--- src/design/pmrc_defines.svh ---
// named offsets, field positions, reset values and timing counts of the power and reset controller
// assumes byte addresses on a 12-bit register port with 32-bit data
`ifndef PMRC_DEFINES_SVH
`define PMRC_DEFINES_SVH

`define PMRC_AW              12
`define PMRC_DW              32

// register offsets
`define PMRC_OFF_TASK_CLAT   12'h078
`define PMRC_OFF_TASK_LPWR   12'h07c
`define PMRC_OFF_EVT_WARN    12'h108
`define PMRC_OFF_PINSEL      12'h200
`define PMRC_OFF_CAUSE       12'h400
`define PMRC_OFF_SYSOFF      12'h500
`define PMRC_OFF_FAILCFG     12'h510
`define PMRC_OFF_GPRET       12'h51c
`define PMRC_OFF_STATUS      12'h600
`define PMRC_RAM_PAGE        4'h9
`define PMRC_RAM_LOW         4'h0

// reset cause bits
`define PMRC_CAUSE_PIN       0
`define PMRC_CAUSE_DOG       1
`define PMRC_CAUSE_SOFT      2
`define PMRC_CAUSE_LOCKUP    3
`define PMRC_CAUSE_WAKE      16

// comparator configuration fields
`define PMRC_FAIL_EN         0
`define PMRC_FAIL_THR_LO     1
`define PMRC_FAIL_THR_HI     4

// reset pin select fields
`define PMRC_PINSEL_LO       0
`define PMRC_PINSEL_HI       4
`define PMRC_PINSEL_OFF      31
`define PMRC_PINSEL_RST      32'h8000_0000

// ram section control fields
`define PMRC_RAM_PWR         0
`define PMRC_RAM_RET         16

// status fields
`define PMRC_ST_CLAT         0
`define PMRC_ST_CMP          1
`define PMRC_ST_BELOW        2
`define PMRC_ST_OFF          3

// reset target bits
`define PMRC_TGT_CPU         0
`define PMRC_TGT_PERIPH      1
`define PMRC_TGT_GPIO        2
`define PMRC_TGT_DEBUG       3
`define PMRC_TGT_SWJ         4
`define PMRC_TGT_WDT         5
`define PMRC_TGT_RETAIN      6
`define PMRC_TGT_W           7

// timing
`define PMRC_CLK_NS          10
`define PMRC_RST_HOLD_NS     100
`define PMRC_RST_HOLD_CYC    ((`PMRC_RST_HOLD_NS + `PMRC_CLK_NS - 1) / `PMRC_CLK_NS)
`define PMRC_CNT_W           8

`endif

--- src/design/pmrc_pkg.sv ---
// types shared by the power and reset controller
// assumes pmrc_defines.svh is on the include path
`include "pmrc_defines.svh"

package pmrc_pkg;
  typedef enum logic {
    st_run,
    st_hold
  } pmrc_seq_t;

  typedef logic [`PMRC_TGT_W-1:0] pmrc_tgt_t;
endpackage

--- src/design/pmrc_sync.sv ---
// three-stage synchroniser for a vector of asynchronous levels
// assumes every bit is independent; a bit changes once stages two and three agree
`timescale 1ns/1ps

module pmrc_sync #(
  parameter int WIDTH = 1
) (
  // clock and reset
  input  wire logic             clk,
  input  wire logic             resetn,
  // levels
  input  wire logic [WIDTH-1:0] async_in,
  input  wire logic [WIDTH-1:0] rst_val,
  output logic      [WIDTH-1:0] sync_out
);
  logic [WIDTH-1:0] s1_ff;
  logic [WIDTH-1:0] s2_ff;
  logic [WIDTH-1:0] s3_ff;
  logic [WIDTH-1:0] out_ff;
  logic [WIDTH-1:0] agree;
  logic [1:0]       fill_ff;
  logic             filled;

  assign agree    = ~(s2_ff ^ s3_ff);
  assign filled   = &fill_ff;
  assign sync_out = out_ff;

  always_ff @(posedge clk or negedge resetn) begin
    if (!resetn) begin
      s1_ff <= '0;
      s2_ff <= '0;
      s3_ff <= '0;
    end else begin
      s1_ff <= async_in;
      s2_ff <= s1_ff;
      s3_ff <= s2_ff;
    end
  end

  // reset loads zero, then idle values stand from the first clock until stages two and three hold real samples
  always_ff @(posedge clk or negedge resetn) begin
    if (!resetn) begin
      out_ff  <= '0;
      fill_ff <= 2'h0;
    end else begin
      fill_ff <= filled ? fill_ff : fill_ff + 2'h1;
      out_ff  <= filled ? ((agree & s3_ff) | (~agree & out_ff)) : rst_val;
    end
  end
endmodule

--- src/design/pmrc_top.sv ---
// power mode, supply supervisor, ram power and reset control
// assumes analog supply flags and pins arrive asynchronously; core, watchdog and debug signals share clk
`timescale 1ns/1ps
`include "pmrc_defines.svh"

module pmrc_top #(
  parameter int          PINS          = 8,
  parameter int          SECTIONS      = 4,
  parameter int          GPRET_W       = 8,
  parameter logic [31:0] RST_PIN_OK    = 32'h0000_00f0,
  parameter int          RST_HOLD_CYC  = `PMRC_RST_HOLD_CYC
) (
  // clock and reset
  input  wire logic                  clk,
  input  wire logic                  resetn,
  // register port
  input  wire logic [`PMRC_AW-1:0]   reg_addr,
  input  wire logic [`PMRC_DW-1:0]   reg_wdata,
  input  wire logic                  reg_wr,
  input  wire logic                  reg_rd,
  output logic      [`PMRC_DW-1:0]   reg_rdata,
  // asynchronous supply flags and pins
  input  wire logic                  supply_ok,
  input  wire logic                  supply_below_warn,
  input  wire logic                  supply_below_brownout,
  input  wire logic                  pin_detect,
  input  wire logic [PINS-1:0]       gpio_pins,
  // core, watchdog and debug
  input  wire logic                  system_reset_request,
  input  wire logic                  control_access_port_reset,
  input  wire logic                  watchdog_timeout,
  input  wire logic                  cpu_lockup,
  input  wire logic                  debug_mode,
  input  wire logic                  high_speed_clock_running,
  input  wire logic                  cpu_idle,
  input  wire logic                  periph_idle,
  // power mode and supervisor
  output logic                       constant_latency_active,
  output logic                       supply_warning_event,
  output logic                       comparator_active,
  output logic [3:0]                 warning_threshold,
  output logic                       nonvolatile_write_block,
  output logic                       system_off,
  // ram sections
  output logic [SECTIONS-1:0]        ram_accessible,
  output logic [SECTIONS-1:0]        ram_retained,
  // reset targets, active low
  output logic                       cpu_rst_n,
  output logic                       periph_rst_n,
  output logic                       gpio_rst_n,
  output logic                       debug_rst_n,
  output logic                       serial_debug_port_rst_n,
  output logic                       watchdog_timer_rst_n
);
  localparam int SW = PINS + 4;
  localparam int RW = $clog2(SECTIONS > 1 ? SECTIONS : 2);

  // synchronised inputs
  logic [SW-1:0] sync_v;
  logic [PINS-1:0] pins_s;
  logic          ok_s;
  logic          below_s;
  logic          bor_s;
  logic          detect_s;

  pmrc_sync #(
    .WIDTH(SW)
  ) u_sync (
    .clk      (clk),
    .resetn   (resetn),
    .async_in ({supply_ok, supply_below_warn, supply_below_brownout, pin_detect, gpio_pins}),
    .rst_val  ({1'b0, 1'b0, 1'b0, 1'b0, {PINS{1'b1}}}),
    .sync_out (sync_v)
  );

  assign pins_s   = sync_v[PINS-1:0];
  assign detect_s = sync_v[PINS];
  assign bor_s    = sync_v[PINS+1];
  assign below_s  = sync_v[PINS+2];
  assign ok_s     = sync_v[PINS+3];

  // state
  logic                       mode_clat_ff;
  logic                       off_ff;
  logic                       fail_en_ff;
  logic [3:0]                 fail_thr_ff;
  logic                       evt_warn_ff;
  logic                       warn_prev_ff;
  logic                       warn_pulse_ff;
  logic                       cmp_ff;
  logic                       nvm_blk_ff;
  logic                       clat_act_ff;
  logic [31:0]                pinsel_ff;
  logic [31:0]                cause_ff;
  logic [GPRET_W-1:0]         gpret_ff;
  logic [SECTIONS-1:0]        ram_pwr_ff;
  logic [SECTIONS-1:0]        ram_ret_ff;
  logic [SECTIONS-1:0]        ram_acc_ff;
  logic [SECTIONS-1:0]        ram_kept_ff;
  logic [`PMRC_DW-1:0]        rdata_ff;
  pmrc_pkg::pmrc_tgt_t        tgt_ff;
  pmrc_pkg::pmrc_seq_t        seq_ff;
  logic [`PMRC_CNT_W-1:0]     cnt_ff;

  // address decode
  wire                 wr_clat   = reg_wr && (reg_addr == `PMRC_OFF_TASK_CLAT);
  wire                 wr_lpwr   = reg_wr && (reg_addr == `PMRC_OFF_TASK_LPWR);
  wire                 wr_evt    = reg_wr && (reg_addr == `PMRC_OFF_EVT_WARN);
  wire                 wr_pinsel = reg_wr && (reg_addr == `PMRC_OFF_PINSEL);
  wire                 wr_cause  = reg_wr && (reg_addr == `PMRC_OFF_CAUSE);
  wire                 wr_sysoff = reg_wr && (reg_addr == `PMRC_OFF_SYSOFF);
  wire                 wr_fail   = reg_wr && (reg_addr == `PMRC_OFF_FAILCFG);
  wire                 wr_gpret  = reg_wr && (reg_addr == `PMRC_OFF_GPRET);
  wire [RW-1:0]        ram_idx   = reg_addr[4+RW-1:4];
  wire                 ram_hit   = (reg_addr[11:8] == `PMRC_RAM_PAGE) && (reg_addr[3:0] == `PMRC_RAM_LOW)
                                   && (32'(reg_addr[7:4]) < SECTIONS);

  // reset sources
  wire [4:0] pin_no     = pinsel_ff[`PMRC_PINSEL_HI:`PMRC_PINSEL_LO];
  wire       pin_ok     = !pinsel_ff[`PMRC_PINSEL_OFF] && RST_PIN_OK[pin_no]
                          && (32'(pin_no) < PINS);
  wire       src_pin    = pin_ok && !pins_s[pin_no[$clog2(PINS)-1:0]];
  wire       src_power  = !ok_s || bor_s;
  wire       src_soft   = system_reset_request || control_access_port_reset;
  wire       src_dog    = watchdog_timeout && !off_ff;
  wire       src_lockup = cpu_lockup && !debug_mode && !off_ff;
  wire       src_wake   = off_ff && detect_s;
  wire       any_src    = src_pin || src_power || src_soft || src_dog || src_lockup || src_wake;
  wire       clr_retain = src_pin || src_power || src_dog;

  // reset target masks; the supply warning feeds none of them
  pmrc_pkg::pmrc_tgt_t m_full;
  pmrc_pkg::pmrc_tgt_t m_pin_dog;
  pmrc_pkg::pmrc_tgt_t m_wake;
  pmrc_pkg::pmrc_tgt_t m_core;
  pmrc_pkg::pmrc_tgt_t nxt_mask;

  assign m_full    = '1;
  assign m_pin_dog = m_full & ~(pmrc_pkg::pmrc_tgt_t'(1) << `PMRC_TGT_SWJ);
  assign m_core    = (pmrc_pkg::pmrc_tgt_t'(1) << `PMRC_TGT_CPU)
                   | (pmrc_pkg::pmrc_tgt_t'(1) << `PMRC_TGT_PERIPH)
                   | (pmrc_pkg::pmrc_tgt_t'(1) << `PMRC_TGT_GPIO);
  assign m_wake    = (pmrc_pkg::pmrc_tgt_t'(1) << `PMRC_TGT_CPU)
                   | (pmrc_pkg::pmrc_tgt_t'(1) << `PMRC_TGT_PERIPH)
                   | (pmrc_pkg::pmrc_tgt_t'(1) << `PMRC_TGT_WDT)
                   | (pmrc_pkg::pmrc_tgt_t'(!debug_mode) << `PMRC_TGT_DEBUG);
  assign nxt_mask  = (src_power ? m_full : '0)
                   | ((src_pin || src_dog) ? m_pin_dog : '0)
                   | (src_wake ? m_wake : '0)
                   | ((src_soft || src_lockup) ? m_core : '0);

  // reset sequencer: a source stretches its targets for a fixed hold time
  always_ff @(posedge clk or negedge resetn) begin
    if (!resetn) begin
      tgt_ff <= '1;
      seq_ff <= pmrc_pkg::st_hold;
      cnt_ff <= `PMRC_CNT_W'(RST_HOLD_CYC);
    end else if (any_src) begin
      tgt_ff <= tgt_ff | nxt_mask;
      seq_ff <= pmrc_pkg::st_hold;
      cnt_ff <= `PMRC_CNT_W'(RST_HOLD_CYC);
    end else begin
      case (seq_ff)
        pmrc_pkg::st_hold: begin
          if (cnt_ff == '0) begin
            tgt_ff <= '0;
            seq_ff <= pmrc_pkg::st_run;
          end else begin
            cnt_ff <= cnt_ff - `PMRC_CNT_W'(1);
          end
        end
        default: begin
          seq_ff <= pmrc_pkg::st_run;
        end
      endcase
    end
  end

  // reset cause: sources other than power set bits and power clears them all; software writes ones to clear, set wins
  wire [31:0] cause_set = (32'(src_pin) << `PMRC_CAUSE_PIN)
                        | (32'(src_dog) << `PMRC_CAUSE_DOG)
                        | (32'(src_soft) << `PMRC_CAUSE_SOFT)
                        | (32'(src_lockup) << `PMRC_CAUSE_LOCKUP)
                        | (32'(src_wake) << `PMRC_CAUSE_WAKE);
  wire [31:0] cause_clr = wr_cause ? reg_wdata : 32'h0000_0000;

  always_ff @(posedge clk or negedge resetn) begin
    if (!resetn) begin
      cause_ff <= 32'h0000_0000;
    end else if (src_power) begin
      cause_ff <= 32'h0000_0000;
    end else begin
      cause_ff <= (cause_ff & ~cause_clr) | cause_set;
    end
  end

  // sub power mode and System OFF; any reset re-enters System ON in low-power mode
  always_ff @(posedge clk or negedge resetn) begin
    if (!resetn) begin
      mode_clat_ff <= 1'b0;
      off_ff       <= 1'b0;
    end else if (any_src) begin
      mode_clat_ff <= 1'b0;
      off_ff       <= 1'b0;
    end else begin
      if (wr_clat && reg_wdata[0]) begin
        mode_clat_ff <= 1'b1;
      end else if (wr_lpwr && reg_wdata[0]) begin
        mode_clat_ff <= 1'b0;
      end
      if (wr_sysoff && reg_wdata[0]) begin
        off_ff <= 1'b1;
      end
    end
  end

  // comparator configuration, a peripheral register cleared by every reset
  always_ff @(posedge clk or negedge resetn) begin
    if (!resetn) begin
      fail_en_ff  <= 1'b0;
      fail_thr_ff <= 4'h0;
    end else if (any_src) begin
      fail_en_ff  <= 1'b0;
      fail_thr_ff <= 4'h0;
    end else if (wr_fail) begin
      fail_en_ff  <= reg_wdata[`PMRC_FAIL_EN];
      fail_thr_ff <= reg_wdata[`PMRC_FAIL_THR_HI:`PMRC_FAIL_THR_LO];
    end
  end

  // the analog side compares against warning_threshold, so a raised threshold or a fresh
  // enable with the supply already low shows up as a new rising edge of warn_now
  wire nxt_cmp  = fail_en_ff && high_speed_clock_running && !off_ff;
  wire warn_now = cmp_ff && below_s;
  wire warn_hit = warn_now && !warn_prev_ff;

  always_ff @(posedge clk or negedge resetn) begin
    if (!resetn) begin
      cmp_ff        <= 1'b0;
      warn_prev_ff  <= 1'b0;
      warn_pulse_ff <= 1'b0;
      nvm_blk_ff    <= 1'b0;
    end else begin
      cmp_ff        <= nxt_cmp;
      warn_prev_ff  <= warn_now;
      warn_pulse_ff <= warn_hit;
      nvm_blk_ff    <= fail_en_ff && nxt_cmp && below_s;
    end
  end

  // sticky warning event, cleared by writing zero; a new event wins
  always_ff @(posedge clk or negedge resetn) begin
    if (!resetn) begin
      evt_warn_ff <= 1'b0;
    end else if (warn_hit) begin
      evt_warn_ff <= 1'b1;
    end else if (any_src || (wr_evt && !reg_wdata[0])) begin
      evt_warn_ff <= 1'b0;
    end
  end

  // retained registers: ram section control, pin select and general purpose byte
  always_ff @(posedge clk or negedge resetn) begin
    if (!resetn) begin
      gpret_ff  <= '0;
      pinsel_ff <= `PMRC_PINSEL_RST;
    end else if (clr_retain) begin
      gpret_ff  <= '0;
      pinsel_ff <= `PMRC_PINSEL_RST;
    end else begin
      if (wr_gpret) begin
        gpret_ff <= reg_wdata[GPRET_W-1:0];
      end
      if (wr_pinsel) begin
        pinsel_ff <= reg_wdata;
      end
    end
  end

  genvar g;
  generate
    for (g = 0; g < SECTIONS; g++) begin : g_ram
      wire hit = ram_hit && (ram_idx == RW'(g));

      always_ff @(posedge clk or negedge resetn) begin
        if (!resetn) begin
          ram_pwr_ff[g] <= 1'b1;
          ram_ret_ff[g] <= 1'b0;
        end else if (clr_retain) begin
          ram_pwr_ff[g] <= 1'b1;
          ram_ret_ff[g] <= 1'b0;
        end else if (reg_wr && hit) begin
          ram_pwr_ff[g] <= reg_wdata[`PMRC_RAM_PWR];
          ram_ret_ff[g] <= reg_wdata[`PMRC_RAM_RET];
        end
      end

      // ram contents are only ever gated, never cleared
      always_ff @(posedge clk or negedge resetn) begin
        if (!resetn) begin
          ram_acc_ff[g]  <= 1'b0;
          ram_kept_ff[g] <= 1'b0;
        end else begin
          ram_acc_ff[g]  <= !off_ff && ram_pwr_ff[g];
          ram_kept_ff[g] <= off_ff ? ram_ret_ff[g]
                                   : (ram_pwr_ff[g] || ram_ret_ff[g]);
        end
      end
    end
  endgenerate

  // mode only matters while everything sleeps
  always_ff @(posedge clk or negedge resetn) begin
    if (!resetn) begin
      clat_act_ff <= 1'b0;
    end else begin
      clat_act_ff <= mode_clat_ff && cpu_idle && periph_idle && !off_ff;
    end
  end

  // read mux; unmapped addresses read zero
  wire [31:0] ram_word = {15'h0000, ram_ret_ff[ram_idx], 15'h0000, ram_pwr_ff[ram_idx]};
  wire [31:0] st_word  = (32'(mode_clat_ff) << `PMRC_ST_CLAT) | (32'(cmp_ff) << `PMRC_ST_CMP)
                       | (32'(below_s) << `PMRC_ST_BELOW) | (32'(off_ff) << `PMRC_ST_OFF);
  logic [31:0] rmux;

  always_comb begin
    rmux = 32'h0000_0000;
    case (reg_addr)
      `PMRC_OFF_EVT_WARN: rmux = 32'(evt_warn_ff);
      `PMRC_OFF_PINSEL:   rmux = pinsel_ff;
      `PMRC_OFF_CAUSE:    rmux = cause_ff;
      `PMRC_OFF_SYSOFF:   rmux = 32'(off_ff);
      `PMRC_OFF_FAILCFG:  rmux = (32'(fail_thr_ff) << `PMRC_FAIL_THR_LO) | 32'(fail_en_ff);
      `PMRC_OFF_GPRET:    rmux = 32'(gpret_ff);
      `PMRC_OFF_STATUS:   rmux = st_word;
      default:            rmux = ram_hit ? ram_word : 32'h0000_0000;
    endcase
  end

  always_ff @(posedge clk or negedge resetn) begin
    if (!resetn) begin
      rdata_ff <= '0;
    end else begin
      rdata_ff <= reg_rd ? rmux : '0;
    end
  end

  // outputs
  assign reg_rdata               = rdata_ff;
  assign constant_latency_active = clat_act_ff;
  assign supply_warning_event    = warn_pulse_ff;
  assign comparator_active       = cmp_ff;
  assign warning_threshold       = fail_thr_ff;
  assign nonvolatile_write_block = nvm_blk_ff;
  assign system_off              = off_ff;
  assign ram_accessible          = ram_acc_ff;
  assign ram_retained            = ram_kept_ff;
  assign cpu_rst_n               = !tgt_ff[`PMRC_TGT_CPU];
  assign periph_rst_n            = !tgt_ff[`PMRC_TGT_PERIPH];
  assign gpio_rst_n              = !tgt_ff[`PMRC_TGT_GPIO];
  assign debug_rst_n             = !tgt_ff[`PMRC_TGT_DEBUG];
  assign serial_debug_port_rst_n = !tgt_ff[`PMRC_TGT_SWJ];
  assign watchdog_timer_rst_n    = !tgt_ff[`PMRC_TGT_WDT];
endmodule

--- config.mk ---
export PLATFORM = sky130hd
export DESIGN_NAME = pmrc_top
export DESIGN_NICKNAME = d
export VERILOG_FILES = /design/src/design/pmrc_pkg.sv /design/src/design/pmrc_sync.sv /design/src/design/pmrc_top.sv
export VERILOG_INCLUDE_DIRS = /design/src /design/src/design
export SDC_FILE = /design/constraint.sdc
export NUM_CORES = 1
export LEC_CHECK = 0
export BUFFER_PORTS_ARGS = -buffer_cell sky130_fd_sc_hd__clkbuf_2
export CAP_MARGIN = 30
export CORE_MARGIN = 1.5
export CORE_UTILIZATION = 29
export CTS_CLUSTER_SIZE = 14
export DETAILED_ROUTE_END_ITERATION = 8
export GPL_TIMING_DRIVEN = 0
export SLEW_MARGIN = 20
export SYNTH_ARGS = -nofsm -noshare
export SYNTH_HDL_FRONTEND = slang
export SYNTH_SLANG_ARGS = --single-unit
--- constraint.sdc ---
create_clock -name clk -period 2.1 [get_ports clk]
set_clock_uncertainty 0.15 [all_clocks]
set_input_delay 0.315 -clock clk [delete_from_list [all_inputs] [get_ports clk]]
set_output_delay 0.315 -clock clk [all_outputs]
set_load 0.01 [all_outputs]
Word level (Yosys, flattened, before mapping)
Memories as Yosys holds them, arrays and structs flattened.
Cells that the tools add are included.
W data, S select, Z words.
- register bits: 199
- bits in read-only memories: 32
- input bits: 68
- logic and storage cells: 230
- memories kept: 1
- add/subtract/negate cells: 2
- $lt $le $gt $ge: 5
- equality and inequality tests: 14
- mux-type cells: 61
- bitwise operators: 21
- reduce and logical (&&, ||, !) cells: 88
- memories (memory ; depth ; width ; read ports ; clocked after memory_dff ; wr ports ; RTL line ; RTL):
    (no name shown) ; 32 ; 1 ; 1 ; 0 ; 0 ; pmrc_top.sv:120 ; wire pin_ok = !pinsel_ff[`PMRC_PINSEL_OFF] && RST_PIN_OK[pin_no]
- operator list (operator ; count):
    $pmux W32 S7 ; 1
    $mux W32 ; 5
    $eq A12 B11 Y1 const B ; 5
    $logic_and A1 B1 Y1 ; 42
    $mux W8 ; 5
    $mux W1 ; 36
    $mux W7 ; 5
    $and A32 B32 Y32 ; 1
    $not A32 Y32 ; 1
    $or A32 B17 Y32 ; 1
    $and A12 B12 Y12 ; 2
    $eq A12 B7 Y1 const B ; 2
    $not A12 Y12 ; 2
    $reduce_bool A2 Y1 ; 11
    $mux W17 ; 1
    $or A4 B17 Y17 ; 1
    $logic_or A1 B1 Y1 ; 15
    $or A7 B7 Y7 ; 2
    $logic_not A1 Y1 ; 13
    $eq A12 B10 Y1 const B ; 1
    $eq A12 B9 Y1 const B ; 1
    $mux W12 ; 1
    $or A12 B12 Y12 ; 1
    $xor A12 B12 Y12 ; 1
    other kinds (27) ; 35

Depth between registers and ports, before layout
- word-level depth: 13
- depth in mapped cells: 8
- mapped depth without buffers: 7

Hierarchy
Synthesis repeated with hierarchy kept, for this count alone.
- cells, all modules: 706
- area total of the unflattened synthesis: 8196.6 sq um
- modules (own cells, without submodules) (module ; times used ; cells an instance ; area an instance (sq um) ; sequential area each (sq um)):
    pmrc_top ; 1 ; 602 ; 6513.7 ; 3721.1
    pmrc_sync ; 1 ; 104 ; 1682.9 ; 1251.2

Least setup slack after synthesis
OpenSTA, ideal clock, no wires.
- kind: input -> register
- start point: input port reg_addr[5]
- end point: register cause_ff[3]
- setup time: 0.119 ns
- arrival: 1.855 ns
- required time: 1.831 ns
- setup slack: -0.024 ns
- stages: 8
- path buffers: 3
- cells stage by stage: buf_2 -> or4_4 -> nor4b_2 -> and2_1 -> buf_4 -> buf_6 -> a21boi_1 -> o21a_1
- word-level cells in the longest chain between the ends: 7
- RTL lines (what ; RTL line ; RTL):
    start, declared ; pmrc_top.sv:17 ; input wire logic [`PMRC_AW-1:0] reg_addr,
    $eq A12 B11 Y1 ; n/a ;
    $logic_and A1 B1 Y1 ; pmrc_top.sv:110 ; wire wr_cause = reg_wr && (reg_addr == `PMRC_OFF_CAUSE);
    $mux W32 ; pmrc_top.sv:185 ; wire [31:0] cause_clr = wr_cause ? reg_wdata : 32'h0000_0000;
    $not A32 Y32 ; pmrc_top.sv:193 ; cause_ff <= (cause_ff & ~cause_clr) | cause_set;
    $and A32 B32 Y32 ; pmrc_top.sv:193 ;
    $or A32 B17 Y32 ; pmrc_top.sv:193 ;
    $mux W32 ; pmrc_top.sv:190 ; end else if (src_power) begin
    end signal, assigned ; pmrc_top.sv:193 ;
    end, declared ; pmrc_top.sv:94 ; logic [31:0] cause_ff;
Every way passes these cells.
A chain may end at the register's enable or synchronous reset.

Worst setup path in the final report
- start point: register pinsel_ff[3]
- end point: register pinsel_ff[6]
- word-level cells in the longest chain between the ends: 8
- elaborated cells between the ends (all ways): 10
- RTL lines (what ; RTL line ; RTL):
    start, declared ; pmrc_top.sv:93 ; logic [31:0] pinsel_ff;
    start signal, assigned ; pmrc_top.sv:266 ; pinsel_ff <= `PMRC_PINSEL_RST;
    start signal, assigned ; pmrc_top.sv:269 ; pinsel_ff <= `PMRC_PINSEL_RST;
    start signal, assigned ; pmrc_top.sv:275 ; pinsel_ff <= reg_wdata;
    $mem_v2 Z32 W1 ; n/a ;
    $mux W1 (not written as such) ; pmrc_top.sv:120 ;
    $logic_and A1 B1 Y1 ; pmrc_top.sv:120 ;
    $logic_and A1 B1 Y1 * ; pmrc_top.sv:120 ;
    $logic_and A1 B1 Y1 * ; pmrc_top.sv:122 ; wire src_pin = pin_ok && !pins_s[pin_no[$clog2(PINS)-1:0]];
    $logic_or A1 B1 Y1 * (2 in a row) ; pmrc_top.sv:129 ; wire clr_retain = src_pin || src_power || src_dog;
    $mux W32 or $reduce_bool A2 Y1 (tied branches) ; n/a ;
Every way passes the cells marked *; elsewhere a longest branch is shown, timed or not. The select of a mux whose other input is x is not followed.

==> flow_metrics.py <==
metrics = {
    "outcome": {
        "status": "complete, but fails checks",
        "violations": "setup timing",
    },
    "placement": {
        "portBuffers": 116,
        "gp_congestion": 0.8003,
        "dp_hpwl_um": 13230,
        "place_area_mm2": 0.008295,
        "dpl.cell_count": 1062,
    },
    "sta": {
        "finalHoldViolCount": 0,
        "fmax_mhz": 471.2,
        "fin_crit_sh": 1.011,
        "rsz0062_at_grt": "true",
        "period_needed_ps": 2122,
        "fin_setup_tns_ps": -82.79,
        "hold-worst-slack_ps": 18.34,
        "setup_slack_ps": -22.16,
        "maxSlewHeadroom": 0.5088,
        "setup_violations": 9,
        "tightest_slew_ps": 734.1,
        "report.final.slew_viol_count": 0,
    },
    "die": {
        "die_h_um": 161.1,
        "die_w_um": 161.1,
        "initial_core_util": 0.2971,
        "die_area_mm2": 0.02594,
        "coreArea_mm2": 0.02439,
        "ioPinCount": 123,
        "row_count": 57,
    },
    "synthesis": {
        "async_flop_share": 1.000,
        "yosys.area.top_type_share": 0.5802,
        "synth_top_area_cell": "dfrtp_1",
        "synth.net_count": 691,
        "synth.avg_cell_area_um2": 11.69,
        "yosysSeqAreaShare": 0.6310,
        "syn_area_mm2": 0.007246,
        "synth_edf_count": 0,
        "synthFlopType": "dfrtp_1",
        "syn-instance-count": 620,
        "ys_warn_count": 0,
        "synth-seq-cells": 182,
        "yosys-top-cells-area": "dfrtp_1 58%, dfstp_2 5.1%, a22o_1 3.7%",
        "synthDistinctLibCells": 58,
    },
    "layout": {
        "final_area_mm2": 0.009590,
        "drive_gt1_frac": 0.2988,
        "antennaDiodeCount": 0,
        "mostFrequentLayoutCells": "167 x dfrtp_1, 118 x clkbuf_2, 68 x nand2_1",
        "syn2layout_area_growth_pct": 32.36,
        "mostFrequentLayoutCell": "dfrtp_1",
        "final_cell_count_no_fill": 1154,
        "layout.nets": 888,
    },
    "pwr": {
        "p_leak_nw": 4.336,
        "ir_drop_mv": 0.4173,
        "power_density_mw_per_mm2": 749.1,
        "power_mw": 7.184,
    },
    "worst_setup_path": {
        "cp.required_ps": 2270,
        "worst_r2r_path_depth": 5,
        "cp-endpoint": "pinsel_ff[6]",
        "setup.worst_path.start": "pinsel_ff[3]",
        "crit_type": "reg2reg",
        "regToRegStartpoint": "pinsel_ff[3]",
        "critPathCaptureType": "flip-flop",
        "startpoint_type": "flip-flop",
        "worstPathArrival_ps": 2290,
        "rrSetupSlack_ps": -20,
        "cp_max_fo": 10,
        "r2r-end": "pinsel_ff[6]",
    },
    "global_routing": {
        "grt_usage": 0.1546,
        "grt_pass1_wl_um": 30990,
        "grt_max_degree": 90,
        "antenna_found_initial": 1,
        "grt_pass1_vias": 5750,
        "gr-total-overflow": 0,
    },
    "drt": {
        "drc": 0,
        "vias": 5539,
        "ant_nets": 0,
        "post_drt_wl_per_cell_um": 16.83,
        "firstDrtPassIters": 5,
        "first_iter_violations": 326,
        "routed_wl_um": 19420,
        "vias_per_cell": 4.800,
    },
    "clocking": {
        "clock_sinks": 182,
        "cts_buffers": 17,
        "cts_root_buffer": "clkbuf_16",
        "clock_latency_ps": 430,
        "clk_pin_slew_ps": 70,
        "cts_tree": "done",
        "htreeDepth": 4,
        "cts_buffer_depth": 2,
    },
    "flow_run": {
        "drv_cap": 0,
    },
    "min_path": {
        "hold_path_class": "in2reg",
    },
}
-- metrics by stage --
step	worst slack [ps]	util
global route	-67.96	0.3932
global placement	-2949	0.3375
finish	-22.16	0.3932
CTS	0.9148	0.3862
detailed placement	-563.7	0.3401
floorplan	3.125	-
-- final cells by class --
class	instances	area, µm²
Timing Repair Buffer	179	1252
Tap cell	324	405.4
Fill cell	2411	14800
Inverter	15	56.30
Buffer	36	226.5
Sequential cell	182	4573
Multi-Input combinational cell	386	2494
Clock inverter	13	140.1
Clock buffer	19	442.9
-- registers in the layout, summed over array words and instances, names as in the netlist, 2 cells and up --
| name | cells |
|---|---|
| cause_ff | 32 |
| cnt_ff | 8 |
| gpret_ff | 8 |
| pinsel_ff | 32 |
| ram_accessible | 4 |
| ram_pwr_ff | 4 |
| ram_ret_ff | 4 |
| ram_retained | 4 |
| reg_rdata | 32 |
| tgt_ff | 6 |
| u_sync.fill_ff | 2 |
| u_sync.s1_ff | 8 |
| u_sync.s2_ff | 8 |
| u_sync.s3_ff | 8 |
| u_sync.sync_out | 8 |
| warning_threshold | 4 |
-- critical path, cell delays in order (launching register included) --
cell and delay, ps:
dfrtp_1 410, or4b_4 590, o211ai_4 260, a21oi_2 110, buf_2 230, a22o_1 260
-- what timing repair did --
action,in CTS,in global routing
pin swaps,5,5
hold buffers,40,0
resized for setup,16,27
setup buffers,11,8
endpoints found under the setup margin,88,79
gates cloned,0,2
endpoints found under the hold margin,128,0
-- synth_stat cells, drive strengths merged, types with 2 or more instances --
cell    count
a21boi      7
a21oi      53
a222oi      8
a22o       31
a22oi      25
a31oi       4
and2        4
and4        3
and4b       2
buf        21
clkbuf     16
dfrtp     168
dfstp      14
ha          3
inv        15
mux2        4
mux2i      10
mux4        3
nand2      68
nand2b      3
nand3      15
nand3b      2
nand4       5
nor2       58
nor2b       6
nor3        7
nor4        9
o211ai      2
o21a        2
o21ai      13
o22ai       2
or2         8
or4         6
or4b        3
xnor2       8
-- how the worst min path moves through the flow --
stage                          startpoint                      end  slack (ps)  depth (start not counted)
after global routing         reg_wdata[2]             pinsel_ff[2]          30                          2
final                         periph_idle  constant_latency_active          20                          2
after floorplan                    resetn              cause_ff[0]        -130                          0
after global placement    u_sync.s1_ff[5]          u_sync.s2_ff[5]         180                          0
after CTS                     periph_idle  constant_latency_active           1                          2
after detailed placement           resetn          u_sync.s2_ff[9]          70                          1
-- power by group --
part / total, mW / switching (mW) / internal, mW
Combinational: 0.435 / 0.262 / 0.174
Sequential: 3.58 / 0.0271 / 3.55
Clock: 3.17 / 1.46 / 1.71
-- cell families after synthesis --
kind of cell    share of synthesized area
compound gates                     0.1449
mux                               0.02936
simple gates                       0.1471
fa+ha+maj                        0.005181
xor+xnor                         0.009671
flops                              0.6310
buf+inv                           0.03281
-- metal layers --
layer  up-vias  GRT usage  wire length, µm
met4         0    0.05976              355
met2       140     0.2527             9392
met3        23    0.03159              862
li1       2609          -                -
met5         -          0                0
met1      2767     0.2018             8808
(Power assumes the default switching activity.)
